===== config.mk =====
export PLATFORM = sky130hd
export DESIGN_NAME = psc_ctrl
export DESIGN_NICKNAME = d
export VERILOG_FILES = /design/src/psc_pkg.sv /design/src/psc_ctrl.sv /design/src/psc_div.sv /design/src/psc_tap.sv
export SDC_FILE = /design/constraint.sdc
export NUM_CORES = 1
export LEC_CHECK = 0
export BUFFER_PORTS_ARGS = -buffer_cell sky130_fd_sc_hd__buf_2
export CAP_MARGIN = 20
export CORE_ASPECT_RATIO = 2
export CORE_MARGIN = 3
export CORE_UTILIZATION = 62
export DETAILED_ROUTE_END_ITERATION = 6
export PLACE_DENSITY = 0.84
export SLEW_MARGIN = 20
export SYNTH_ARGS = -nofsm -noshare
export SYNTH_HDL_FRONTEND = slang
export SYNTH_SLANG_ARGS = --single-unit

===== constraint.sdc =====
create_clock -name clk -period 4.01 [get_ports clk]
set_input_delay 0.2005 -clock clk [delete_from_list [all_inputs] [get_ports clk]]
set_output_delay 0.2005 -clock clk [all_outputs]
set_load 0.02 [all_outputs]

===== src/psc_pkg.sv =====
package psc_pkg;

	// ---------------------------------------------------------------
	// Scan chain layout
	// ---------------------------------------------------------------
	localparam int CHAIN_W  = 144;
	localparam int SEC_W    = 18;
	localparam int N_CNT    = 7;
	localparam int CNT_W    = 8;
	localparam int F_LO_LSB = 0;
	localparam int F_ODD    = 8;
	localparam int F_HI_LSB = 9;
	localparam int F_BYP    = 17;
	localparam int CP_LSB   = N_CNT * SEC_W;
	localparam int ANA_W    = 9;
	localparam int LF_LSB   = CP_LSB + ANA_W;
	localparam int PUMP_W   = 3;
	localparam int LFR_W    = 5;
	localparam int LFR_LSB  = 0;
	localparam int LFC_W    = 2;
	localparam int LFC_LSB  = 5;

	// ---------------------------------------------------------------
	// Phase taps and counter select codes
	// ---------------------------------------------------------------
	localparam int TAP_W = 3;
	localparam int N_TAP = 6;
	localparam int TAP_M = 5;
	localparam logic [2:0] SEL_ALL = 3'h0;
	localparam logic [2:0] SEL_M   = 3'h1;
	localparam logic [2:0] SEL_C0  = 3'h2;
	localparam logic [2:0] SEL_C4  = 3'h6;

	// ---------------------------------------------------------------
	// Register map
	// ---------------------------------------------------------------
	localparam int         AXI_AW     = 8;
	localparam logic [7:0] REG_CTRL   = 8'h00;
	localparam logic [7:0] REG_STATUS = 8'h04;
	localparam logic [7:0] REG_CFGSEL = 8'h08;
	localparam logic [7:0] REG_CFGDAT = 8'h0C;
	localparam logic [7:0] REG_TAPS   = 8'h10;
	localparam logic [7:0] REG_STEPS  = 8'h14;
	localparam int CTRL_REJ    = 0;
	localparam int ST_PDONE    = 0;
	localparam int ST_RDONE    = 1;
	localparam int ST_ERR      = 2;
	localparam int ST_BUSY     = 3;
	localparam int CFGSEL_W    = 4;
	localparam int STEPCNT_W   = 16;
	localparam logic       CTRL_RST   = 1'b0;
	localparam logic [1:0] RESP_OKAY  = 2'h0;
	localparam logic [1:0] RESP_SLV   = 2'h2;

	// ---------------------------------------------------------------
	// Timing counts in scan clock cycles
	// ---------------------------------------------------------------
	localparam int RCFG_BUSY_CYC = 4;
	localparam int STEP_BUSY_CYC = 1;
	localparam int BUSY_CW       = 4;

	typedef enum logic [1:0] {ST_IDLE, ST_ARM, ST_RUN} psc_step_st_t;

endpackage


===== src/psc_ctrl.sv =====
`timescale 1ns/1ps
// Overview of operation
// [RULE1] Chain is 144 bits: seven 18-bit counters, pump and filter sections.
// [RULE2] Each counter: 8-bit high, 8-bit low, bypass and odd-duty bits.
// [RULE3] First bit shifted in is the low-count LSB of output counter four.
// [RULE4] Last bit shifted in is the filter section MSB.
// [RULE5] Pump current code only 000, 100, 110 or 111.
// [RULE6] Filter resistor only 0,3,4,8,16,19,20,24,27,28,30.
// [RULE7] Filter capacitor only 0, 1 or 3.
// [RULE8] Bypass bit set divides by one; clear uses high and low counts.
// [RULE9] A step moves selected taps one eighth period up or down.
// [RULE10] Output clocks keep running during a phase step.
// [RULE11] Select 000 all outputs, 001 feedback, 010 to 110 outputs 0 to 4.
// [RULE12] Direction 1 means later, 0 earlier; captured on rising edge.
// [RULE13] Step request sampled on falling edge; held two cycles by controller.
// [RULE14] Second rising edge after sampling captures inputs and starts step.
// [RULE15] Done flag falls at that edge, rises when the step ends.
// [RULE16] Controller sets direction and select before requesting; the host model drives them on the same edge as the request.
// [RULE17] Controller drops request only after done goes low.
// [RULE18] Controller waits for done to rise; pulses one cycle apart.
// [RULE19] Each request pulse gives exactly one step, without limit.
// [RULE20] Step handshake shares the free-running scan clock.
// [RULE21] Controller raises shift enable a cycle early, drops it after.
// [RULE22] Update pulse copies the chain into the active configuration.
// [RULE23] Reconfig-done high while applying; its fall means all updated.
// [RULE24] Odd bit moves half a cycle from high time to low time.
// [RULE25] Chain holds without shift enable; active set changes on update.
module psc_ctrl
	import psc_pkg::*;
(
	input  wire logic                clk,
	input  wire logic                rst_n,
	input  wire logic                scan_data,
	input  wire logic                scan_ena,
	input  wire logic                config_update,
	output logic                     recfg_done,
	input  wire logic                phase_step,
	input  wire logic                phase_updown,
	input  wire logic [2:0]          phase_sel,
	output logic                     phase_done,
	output logic [N_TAP*TAP_W-1:0]   tap_sel,
	output logic [N_CNT-1:0]         div_clk,
	output logic [PUMP_W-1:0]        pump_current_field,
	output logic [LFR_W-1:0]         filter_resistor_field,
	output logic [LFC_W-1:0]         filter_capacitor_field,
	input  wire logic [AXI_AW-1:0]   s_axi_awaddr,
	input  wire logic                s_axi_awvalid,
	output logic                     s_axi_awready,
	input  wire logic [31:0]         s_axi_wdata,
	input  wire logic [3:0]          s_axi_wstrb,
	input  wire logic                s_axi_wvalid,
	output logic                     s_axi_wready,
	output logic [1:0]               s_axi_bresp,
	output logic                     s_axi_bvalid,
	input  wire logic                s_axi_bready,
	input  wire logic [AXI_AW-1:0]   s_axi_araddr,
	input  wire logic                s_axi_arvalid,
	output logic                     s_axi_arready,
	output logic [31:0]              s_axi_rdata,
	output logic [1:0]               s_axi_rresp,
	output logic                     s_axi_rvalid,
	input  wire logic                s_axi_rready
);

	// ---------------------------------------------------------------
	// Decoding helpers
	// ---------------------------------------------------------------
	function automatic logic [N_TAP-1:0] step_mask(input logic [2:0] s);
		logic [N_TAP-1:0] m;
		m = '0;
		if (s == SEL_ALL)
			m = {1'b0, {(N_TAP-1){1'b1}}};
		else if (s == SEL_M)
			m[TAP_M] = 1'b1;
		else if (s >= SEL_C0 && s <= SEL_C4)
			m[3'(s - SEL_C0)] = 1'b1;
		return m;
	endfunction

	function automatic logic pump_ok(input logic [PUMP_W-1:0] v);
		return v == 3'h0 || v == 3'h4 || v == 3'h6 || v == 3'h7;
	endfunction

	function automatic logic lfr_ok(input logic [LFR_W-1:0] v);
		case (v)
			5'h00, 5'h03, 5'h04, 5'h08, 5'h10, 5'h13,
			5'h14, 5'h18, 5'h1B, 5'h1C, 5'h1E: return 1'b1;
			default: return 1'b0;
		endcase
	endfunction

	function automatic logic lfc_ok(input logic [LFC_W-1:0] v);
		return v != 2'h2;
	endfunction

	// ---------------------------------------------------------------
	// Scan chain and active configuration
	// ---------------------------------------------------------------
	logic [CHAIN_W-1:0]        chain_r;
	logic [CP_LSB-1:0]         cnt_act_r;
	logic [2*ANA_W-1:0]        ana_act_r;
	logic                      recfg_done_r;
	logic [BUSY_CW-1:0]        rcfg_cnt_r;
	logic                      err_r;
	logic                      ctrl_rej_r;
	logic [CFGSEL_W-1:0]       cfg_sel_r;
	logic                      upd_go;
	logic                      analog_ok;
	logic                      err_clr;

	// Update while a previous one is still being applied is ignored
	assign upd_go    = config_update && !recfg_done_r;
	assign analog_ok = pump_ok(chain_r[CP_LSB +: PUMP_W]) &&
		lfr_ok(chain_r[LF_LSB+LFR_LSB +: LFR_W]) &&
		lfc_ok(chain_r[LF_LSB+LFC_LSB +: LFC_W]);

	always_ff @(posedge clk or negedge rst_n) begin
		if (!rst_n) begin
			chain_r <= '0;
		end else if (scan_ena) begin
			chain_r <= {scan_data, chain_r[CHAIN_W-1:1]}; // [RULE1] [RULE3] [RULE4]
		end
	end

	always_ff @(posedge clk or negedge rst_n) begin
		if (!rst_n) begin
			cnt_act_r <= '0;
		end else if (upd_go) begin
			cnt_act_r <= chain_r[CP_LSB-1:0]; // [RULE22] [RULE25]
		end
	end

	// Illegal analog codes are kept out only when rejection is enabled
	always_ff @(posedge clk or negedge rst_n) begin
		if (!rst_n) begin
			ana_act_r <= '0;
		end else if (upd_go && (analog_ok || !ctrl_rej_r)) begin
			ana_act_r <= chain_r[CHAIN_W-1:CP_LSB]; // [RULE5] [RULE6] [RULE7]
		end
	end

	assign pump_current_field     = ana_act_r[PUMP_W-1:0];
	assign filter_resistor_field  = ana_act_r[ANA_W+LFR_LSB +: LFR_W];
	assign filter_capacitor_field = ana_act_r[ANA_W+LFC_LSB +: LFC_W];
	assign recfg_done             = recfg_done_r;

	always_ff @(posedge clk or negedge rst_n) begin
		if (!rst_n) begin
			recfg_done_r <= 1'b0;
			rcfg_cnt_r   <= '0;
		end else if (upd_go) begin
			recfg_done_r <= 1'b1; // [RULE23]
			rcfg_cnt_r   <= BUSY_CW'(RCFG_BUSY_CYC - 1);
		end else if (recfg_done_r) begin
			if (rcfg_cnt_r == '0)
				recfg_done_r <= 1'b0; // [RULE23]
			else
				rcfg_cnt_r <= BUSY_CW'(rcfg_cnt_r - 1'b1);
		end
	end

	// Set wins over a clear in the same cycle
	always_ff @(posedge clk or negedge rst_n) begin
		if (!rst_n)
			err_r <= 1'b0;
		else if (upd_go && !analog_ok)
			err_r <= 1'b1; // [RULE5] [RULE6] [RULE7]
		else if (err_clr)
			err_r <= 1'b0;
	end

	// ---------------------------------------------------------------
	// Output dividers
	// ---------------------------------------------------------------
	genvar gi;
	generate
		for (gi = 0; gi < N_CNT; gi++) begin : g_div
			// Never paused or reset by a phase step
			psc_div u_div (
				.clk   (clk),
				.rst_n (rst_n),
				.hi    (cnt_act_r[gi*SEC_W+F_HI_LSB +: CNT_W]), // [RULE2]
				.lo    (cnt_act_r[gi*SEC_W+F_LO_LSB +: CNT_W]), // [RULE2]
				.odd   (cnt_act_r[gi*SEC_W+F_ODD]), // [RULE2] [RULE24]
				.byp   (cnt_act_r[gi*SEC_W+F_BYP]), // [RULE2] [RULE8] [RULE10]
				.clk_o (div_clk[gi])
			);
		end
	endgenerate

	// ---------------------------------------------------------------
	// Phase step handshake
	// ---------------------------------------------------------------
	psc_step_st_t          state_r;
	logic                  stp_neg_r;
	logic                  stp_prev_r;
	logic                  dir_r;
	logic [2:0]            sel_r;
	logic [BUSY_CW-1:0]    step_cnt_busy_r;
	logic                  phase_done_r;
	logic                  step_fire;
	logic [N_TAP-1:0]      mask;
	logic [STEPCNT_W-1:0]  step_cnt_r;

	// Same free-running clock as the chain, falling edge
	always_ff @(negedge clk or negedge rst_n) begin
		if (!rst_n)
			stp_neg_r <= 1'b0;
		else
			stp_neg_r <= phase_step; // [RULE13] [RULE20]
	end

	always_ff @(posedge clk or negedge rst_n) begin
		if (!rst_n)
			stp_prev_r <= 1'b0;
		else
			stp_prev_r <= stp_neg_r;
	end

	assign step_fire  = (state_r == ST_RUN) && (step_cnt_busy_r == '0);
	assign mask       = step_mask(sel_r); // [RULE11]
	assign phase_done = phase_done_r;

	// Edge detect gives one step per pulse, however long it is held
	always_ff @(posedge clk or negedge rst_n) begin
		if (!rst_n) begin
			state_r         <= ST_IDLE;
			dir_r           <= 1'b0;
			sel_r           <= SEL_ALL;
			step_cnt_busy_r <= '0;
			phase_done_r    <= 1'b1;
		end else begin
			case (state_r)
				ST_IDLE: begin
					if (stp_neg_r && !stp_prev_r)
						state_r <= ST_ARM; // [RULE19]
				end
				ST_ARM: begin
					dir_r           <= phase_updown; // [RULE12] [RULE14]
					sel_r           <= phase_sel; // [RULE11] [RULE14]
					phase_done_r    <= 1'b0; // [RULE15]
					step_cnt_busy_r <= BUSY_CW'(STEP_BUSY_CYC - 1);
					state_r         <= ST_RUN;
				end
				ST_RUN: begin
					if (step_cnt_busy_r == '0) begin
						phase_done_r <= 1'b1; // [RULE15]
						state_r      <= ST_IDLE;
					end else begin
						step_cnt_busy_r <= BUSY_CW'(step_cnt_busy_r - 1'b1);
					end
				end
				default: state_r <= ST_IDLE;
			endcase
		end
	end

	// Wraps silently; steps themselves are unlimited
	always_ff @(posedge clk or negedge rst_n) begin
		if (!rst_n)
			step_cnt_r <= '0;
		else if (step_fire)
			step_cnt_r <= STEPCNT_W'(step_cnt_r + 1'b1); // [RULE19]
	end

	generate
		for (gi = 0; gi < N_TAP; gi++) begin : g_tap
			psc_tap u_tap (
				.clk   (clk),
				.rst_n (rst_n),
				.step  (step_fire && mask[gi]), // [RULE9]
				.up    (dir_r), // [RULE12]
				.tap   (tap_sel[gi*TAP_W +: TAP_W])
			);
		end
	endgenerate

	// ---------------------------------------------------------------
	// AXI4-Lite slave
	// ---------------------------------------------------------------
	logic                awready_r;
	logic                wready_r;
	logic                bvalid_r;
	logic [1:0]          bresp_r;
	logic [AXI_AW-1:0]   aw_addr_r;
	logic [31:0]         w_data_r;
	logic [3:0]          w_strb_r;
	logic                arready_r;
	logic                rvalid_r;
	logic [1:0]          rresp_r;
	logic [31:0]         rdata_r;
	logic                wr_go;
	logic [31:0]         rd_word;
	logic                rd_hit;
	logic                wr_hit;

	assign s_axi_awready = awready_r;
	assign s_axi_wready  = wready_r;
	assign s_axi_bvalid  = bvalid_r;
	assign s_axi_bresp   = bresp_r;
	assign s_axi_arready = arready_r;
	assign s_axi_rvalid  = rvalid_r;
	assign s_axi_rresp   = rresp_r;
	assign s_axi_rdata   = rdata_r;

	assign wr_go  = !awready_r && !wready_r && !bvalid_r;
	assign wr_hit = aw_addr_r == REG_CTRL || aw_addr_r == REG_STATUS ||
		aw_addr_r == REG_CFGSEL || aw_addr_r == REG_CFGDAT ||
		aw_addr_r == REG_TAPS || aw_addr_r == REG_STEPS;
	assign err_clr = wr_go && aw_addr_r == REG_STATUS && w_strb_r[0] &&
		w_data_r[ST_ERR];

	always_ff @(posedge clk or negedge rst_n) begin
		if (!rst_n) begin
			awready_r <= 1'b1;
			aw_addr_r <= '0;
		end else if (s_axi_awvalid && awready_r) begin
			awready_r <= 1'b0;
			aw_addr_r <= s_axi_awaddr;
		end else if (bvalid_r && s_axi_bready) begin
			awready_r <= 1'b1;
		end
	end

	always_ff @(posedge clk or negedge rst_n) begin
		if (!rst_n) begin
			wready_r <= 1'b1;
			w_data_r <= '0;
			w_strb_r <= '0;
		end else if (s_axi_wvalid && wready_r) begin
			wready_r <= 1'b0;
			w_data_r <= s_axi_wdata;
			w_strb_r <= s_axi_wstrb;
		end else if (bvalid_r && s_axi_bready) begin
			wready_r <= 1'b1;
		end
	end

	always_ff @(posedge clk or negedge rst_n) begin
		if (!rst_n) begin
			bvalid_r <= 1'b0;
			bresp_r  <= RESP_OKAY;
		end else if (wr_go) begin
			bvalid_r <= 1'b1;
			bresp_r  <= wr_hit ? RESP_OKAY : RESP_SLV;
		end else if (s_axi_bready) begin
			bvalid_r <= 1'b0;
		end
	end

	always_ff @(posedge clk or negedge rst_n) begin
		if (!rst_n) begin
			ctrl_rej_r <= CTRL_RST;
			cfg_sel_r  <= '0;
		end else if (wr_go && w_strb_r[0]) begin
			if (aw_addr_r == REG_CTRL)
				ctrl_rej_r <= w_data_r[CTRL_REJ];
			if (aw_addr_r == REG_CFGSEL)
				cfg_sel_r <= w_data_r[CFGSEL_W-1:0];
		end
	end

	always_comb begin
		rd_word = '0;
		rd_hit  = 1'b1;
		case (s_axi_araddr)
			REG_CTRL:   rd_word[CTRL_REJ] = ctrl_rej_r;
			REG_STATUS: begin
				rd_word[ST_PDONE] = phase_done_r;
				rd_word[ST_RDONE] = recfg_done_r;
				rd_word[ST_ERR]   = err_r;
				rd_word[ST_BUSY]  = state_r != ST_IDLE;
			end
			REG_CFGSEL: rd_word[CFGSEL_W-1:0] = cfg_sel_r;
			REG_CFGDAT: begin
				if (cfg_sel_r < CFGSEL_W'(N_CNT))
					rd_word[SEC_W-1:0] = cnt_act_r[cfg_sel_r*SEC_W +: SEC_W];
				else if (cfg_sel_r < CFGSEL_W'(N_CNT + 2))
					rd_word[ANA_W-1:0] =
						ana_act_r[(cfg_sel_r-CFGSEL_W'(N_CNT))*ANA_W +: ANA_W];
			end
			REG_TAPS:   rd_word[N_TAP*TAP_W-1:0] = tap_sel;
			REG_STEPS:  rd_word[STEPCNT_W-1:0] = step_cnt_r;
			default:    rd_hit = 1'b0;
		endcase
	end

	always_ff @(posedge clk or negedge rst_n) begin
		if (!rst_n) begin
			arready_r <= 1'b1;
			rvalid_r  <= 1'b0;
			rresp_r   <= RESP_OKAY;
			rdata_r   <= '0;
		end else if (s_axi_arvalid && arready_r) begin
			arready_r <= 1'b0;
			rvalid_r  <= 1'b1;
			rresp_r   <= rd_hit ? RESP_OKAY : RESP_SLV;
			rdata_r   <= rd_word;
		end else if (rvalid_r && s_axi_rready) begin
			arready_r <= 1'b1;
			rvalid_r  <= 1'b0;
		end
	end
endmodule


===== src/psc_div.sv =====
`timescale 1ns/1ps
module psc_div
	import psc_pkg::*;
#(
	parameter int CW = CNT_W
) (
	input  wire logic          clk,
	input  wire logic          rst_n,
	input  wire logic [CW-1:0] hi,
	input  wire logic [CW-1:0] lo,
	input  wire logic          odd,
	input  wire logic          byp,
	output logic               clk_o
);
	// One clk is half a period of the source; this allows half steps
	logic [CW+1:0] cnt_r;
	logic          clk_o_r;
	logic [CW+1:0] hi_h;
	logic [CW+1:0] lo_h;
	logic [CW+1:0] lim;

	assign hi_h = {1'b0, hi, 1'b0} - {{(CW+1){1'b0}}, odd && (hi != '0)}; // [RULE24]
	assign lo_h = {1'b0, lo, 1'b0} + {{(CW+1){1'b0}}, odd && (hi != '0)}; // [RULE24]
	assign lim  = clk_o_r ? hi_h : lo_h;
	assign clk_o = clk_o_r;

	always_ff @(posedge clk or negedge rst_n) begin
		if (!rst_n) begin
			cnt_r   <= '0;
			clk_o_r <= 1'b0;
		end else if (byp) begin
			cnt_r   <= '0; // [RULE8]
			clk_o_r <= ~clk_o_r; // [RULE8]
		end else if ((CW+2)'(cnt_r + 1'b1) >= lim) begin
			cnt_r   <= '0; // [RULE8]
			clk_o_r <= ~clk_o_r;
		end else begin
			cnt_r <= (CW+2)'(cnt_r + 1'b1);
		end
	end
endmodule


===== src/psc_tap.sv =====
`timescale 1ns/1ps
module psc_tap
	import psc_pkg::*;
#(
	parameter int TW = TAP_W
) (
	input  wire logic          clk,
	input  wire logic          rst_n,
	input  wire logic          step,
	input  wire logic          up,
	output logic [TW-1:0]      tap
);
	// Tap wraps around: eight taps make one full source period
	logic [TW-1:0] tap_r;

	assign tap = tap_r;

	always_ff @(posedge clk or negedge rst_n) begin
		if (!rst_n) begin
			tap_r <= '0;
		end else if (step) begin
			tap_r <= up ? TW'(tap_r + 1'b1) : TW'(tap_r - 1'b1); // [RULE9]
		end
	end
endmodule


==> key figures <==
Global route
  – Global route total overflow: 0
  – First-pass GRT wire length: around 96 mm
  – Vias in the first global route: 18100
  – Antenna violations before repair: 0
  – Largest net degree at the start of global routing: 160
  – Overall Global Routing Usage: a little under 30%

Clock tree
  – Clk sinks: 461
  – Longest Clk Path Bufs: 3
  – Skew-Pair Late Insertion Delay: 0.55 ns
  – CTS clk-pin slew, worst paths: 0.07 ns
  – Root buffer cell: clkbuf_16
  – CTS tree: done
  – H-tree Lvls: 2
  – CTS buffer count: 40

Finish
  – Non-Filler Instances: 2935
  – Most frequent cells in the layout: nand2_1 (498), dfrtp_1 (455), mux2_2 (205)
  – Fraction of final layout cells with drive strength greater than 1: 18.3%
  – Antenna diodes: 0
  – Final Cell Area: around 26000 µm²
  – Nets: about 2600
  – # fillers: 2666
  – Area delta synth->final: 10.4%
  – Most common cell after layout, fill and taps aside: nand2_1

Timing
  – Endpoints failing hold: 0
  – Final worst-path cycle share: 94.0%
  – Setup clock skew after layout: ~0.015 ns
  – Slew headroom: about a third
  – Hold_ws: 0.112 ns
  – Max-slew violations: 0
  – Fmax achieved: around 0.27 GHz
  – Setup TNS: 0 ns
  – RSZ-0062 raised after global routing: no
  – Worst-margin pin slew: 1.02 ns
  – Post-layout min period: 3.77 ns
  – Final setup fails: 0

Placement
  – RePlAce Congestion: 0.978
  – Detailed Place HPWL: 43.1 mm
  – PortBufs: 97
  – Area after DPL: 24800 µm²
  – Post-Place Cells: 2836

Route
  – DR WL/cell: just over 20 µm
  – ANT nets after route: 0
  – Initial DRC Count: ~1300
  – Routed vias/inst: 5.97
  – Total wire length: 59.8 mm
  – Number of iterations in the first detailed-routing pass: 5
  – DRC Markers: 0
  – Routed via count: 17500

Logic synthesis
  – Syn Area/Cell: 10.4 µm²
  – Proportion of synthesized chip area in sequential cells: 48.2%
  – Post-synth EDFFs: 0
  – FFs w/ async S/R, synth: 100%
  – Synth cell types: 74
  – Ys Warns: 0
  – Synth Flop Type: dfrtp_1
  – Number of synthesized register bits: around 460
  – Gate Count Post-Synth: approximately 2300
  – Area of the mapped netlist: between 20000 and 25000 µm²

Flow run
  – # Max-Cap Violations: 0

Power
  – Peak supply drop: 0.622 mV
  – PD cells: 609 nW/µm²
  – Overall power: 16.1 mW
  – Pleak: 12.9 nW

Floorplan
  – Row count: 101
  – Core area: 38000 µm²
  – I/O pin total: 145
  – Height of the die: 284 µm
  – Initial Utilization: 63.0%
  – Die area: a little over 40000 µm²
  – Die width: 145 µm

Worst setup path
  – Crit. End Element: register
  – CP Data Arrival Time: 4.18 ns
  – FF-to-FF setup slack: 0.24 ns
  – CP required: 4.42 ns
  – CP max FO: 11
  – Critical path type: register to register
  – Critical Path Source Type: register

Outcome
  – Outcome: finished, final reports clean

Min path
  – Worst hold path type: input pin to asynchronous set/reset pin
-- power breakdown --
| group | internal [mW] | switching (mW) | leakage, nW |
|---|---|---|---|
| clock | 2.32 | 1.73 | 0.681 |
| sequential | 5.46 | 1.08 | 6.16 |
| combinational | 2.38 | 3.13 | 6.04 |
-- final timing paths --
check                                             to  cells past startpoint            start
worst max-delay path            g_div[5].u_div.clk_o                     14   cnt_act_r[102]
worst min-delay path                     w_data_r[3]                      2            rst_n
worst max register to register  g_div[5].u_div.clk_o                     14   cnt_act_r[102]
worst min register to register            state_r[0]                      1       stp_prev_r
max in group asynchronous                  stp_neg_r                      2            rst_n
min in group clk                      s_axi_rresp[1]                      3  s_axi_araddr[3]
-- cell usage after synthesis (all sizes together), types with 12 or more instances --
library cell	count	area, µm²
a211oi	16	120
nand3	58	290
clkbuf	81	304
xor2	53	464
mux4	21	473
buf	59	393
o21ai	140	701
o21a	16	120
mux2	206	2320
xnor2	92	825
o211ai	22	165
mux2i	42	420
a21oi	29	149
inv	42	158
and3	12	80.1
dfrtp	456	11400
or3	24	150
a221o	16	160
nor2b	63	402
a21o	15	113
nand2b	15	93.8
ha	93	1160
nor3	26	130
nand2	498	1870
nand4	16	100
nor2	77	292
-- cell families (layout without fill, tap and decap cells) --
logic type / after synthesis / in the layout / synth area share, %
other: 2 / 23 / 0.0313
DFF: 461 / 461 / 48.2
AOI/OAI and AO/OA: 317 / 317 / 8.48
adders and majority gates: 100 / 100 / 5.44
buffers and inverters: 182 / 273 / 3.57
xor gates and xnor gates: 145 / 145 / 5.38
muxes: 269 / 269 / 13.4
and+or+nand+nor: 832 / 832 / 15.5
-- state kept, by name, summed over array words and instances, names as in the netlist, 2 cells and up --
register           count
chain_r              144
cnt_act_r            126
g_div.u_div.cnt_r     70
ana_act_r             18
g_tap.u_tap.tap       18
s_axi_rdata           18
step_cnt_r            16
aw_addr_r              8
g_div.u_div.clk_o      7
cfg_sel_r              4
rcfg_cnt_r             4
step_cnt_busy_r        4
w_data_r               4
sel_r                  3
state_r                2
-- stage by stage --
step | util, % | worst slack, ns
3_3_place_gp | 65.2 | 0.0960
3_5_place_dp | 65.2 | -0.0281
2_1_floorplan | - | 0.385
5_1_grt | 69.5 | 0.0576
6_report | 69.5 | 0.241
4_1_cts | 69.5 | 0.0320
-- repair_timing --
item | CTS | global route
hold buffers | 27 | 0
setup buffers | 0 | 0
endpoints found under the hold margin | 63 | 0
resized for setup | 1 | 0
setup endpoints to repair | 5 | 0
-- per-layer routing --
layer	global-route usage [%]	wire length, µm	vias to the layer above
li1	-	-	8099
met1	30.4	20700	8686
met2	52.5	31600	517
met3	2.81	2070	220
met4	22.1	5430	0
met5	0	0	-
-- cell type report --
cell class,instances,area (µm²),share of cell area (%)
clock buffers,55,1170,4.42
clock inverters,17,213,0.804
repair buffers,159,1060,4.00
multi-input cells,1686,11700,44.1
flip-flops and latches,461,11500,43.7
well taps,515,644,2.44
inverters,42,158,0.596
-- worst max-delay path, cell delays in order, from the launching register on --
cell and delay [ns]:
dfrtp_1 0.44, or3_1 0.44, or4_1 0.48, o31a_1 0.29
ha_1 0.28, nand2_1 0.06, o21ai_0 0.09, ha_1 0.29
a21o_1 0.17, a21o_1 0.18, a211oi_1 0.29, o21a_1 0.19
o21ai_0 0.09, buf_4 0.19, xor2_1 0.14
Power figures use the tool's default switching activity.
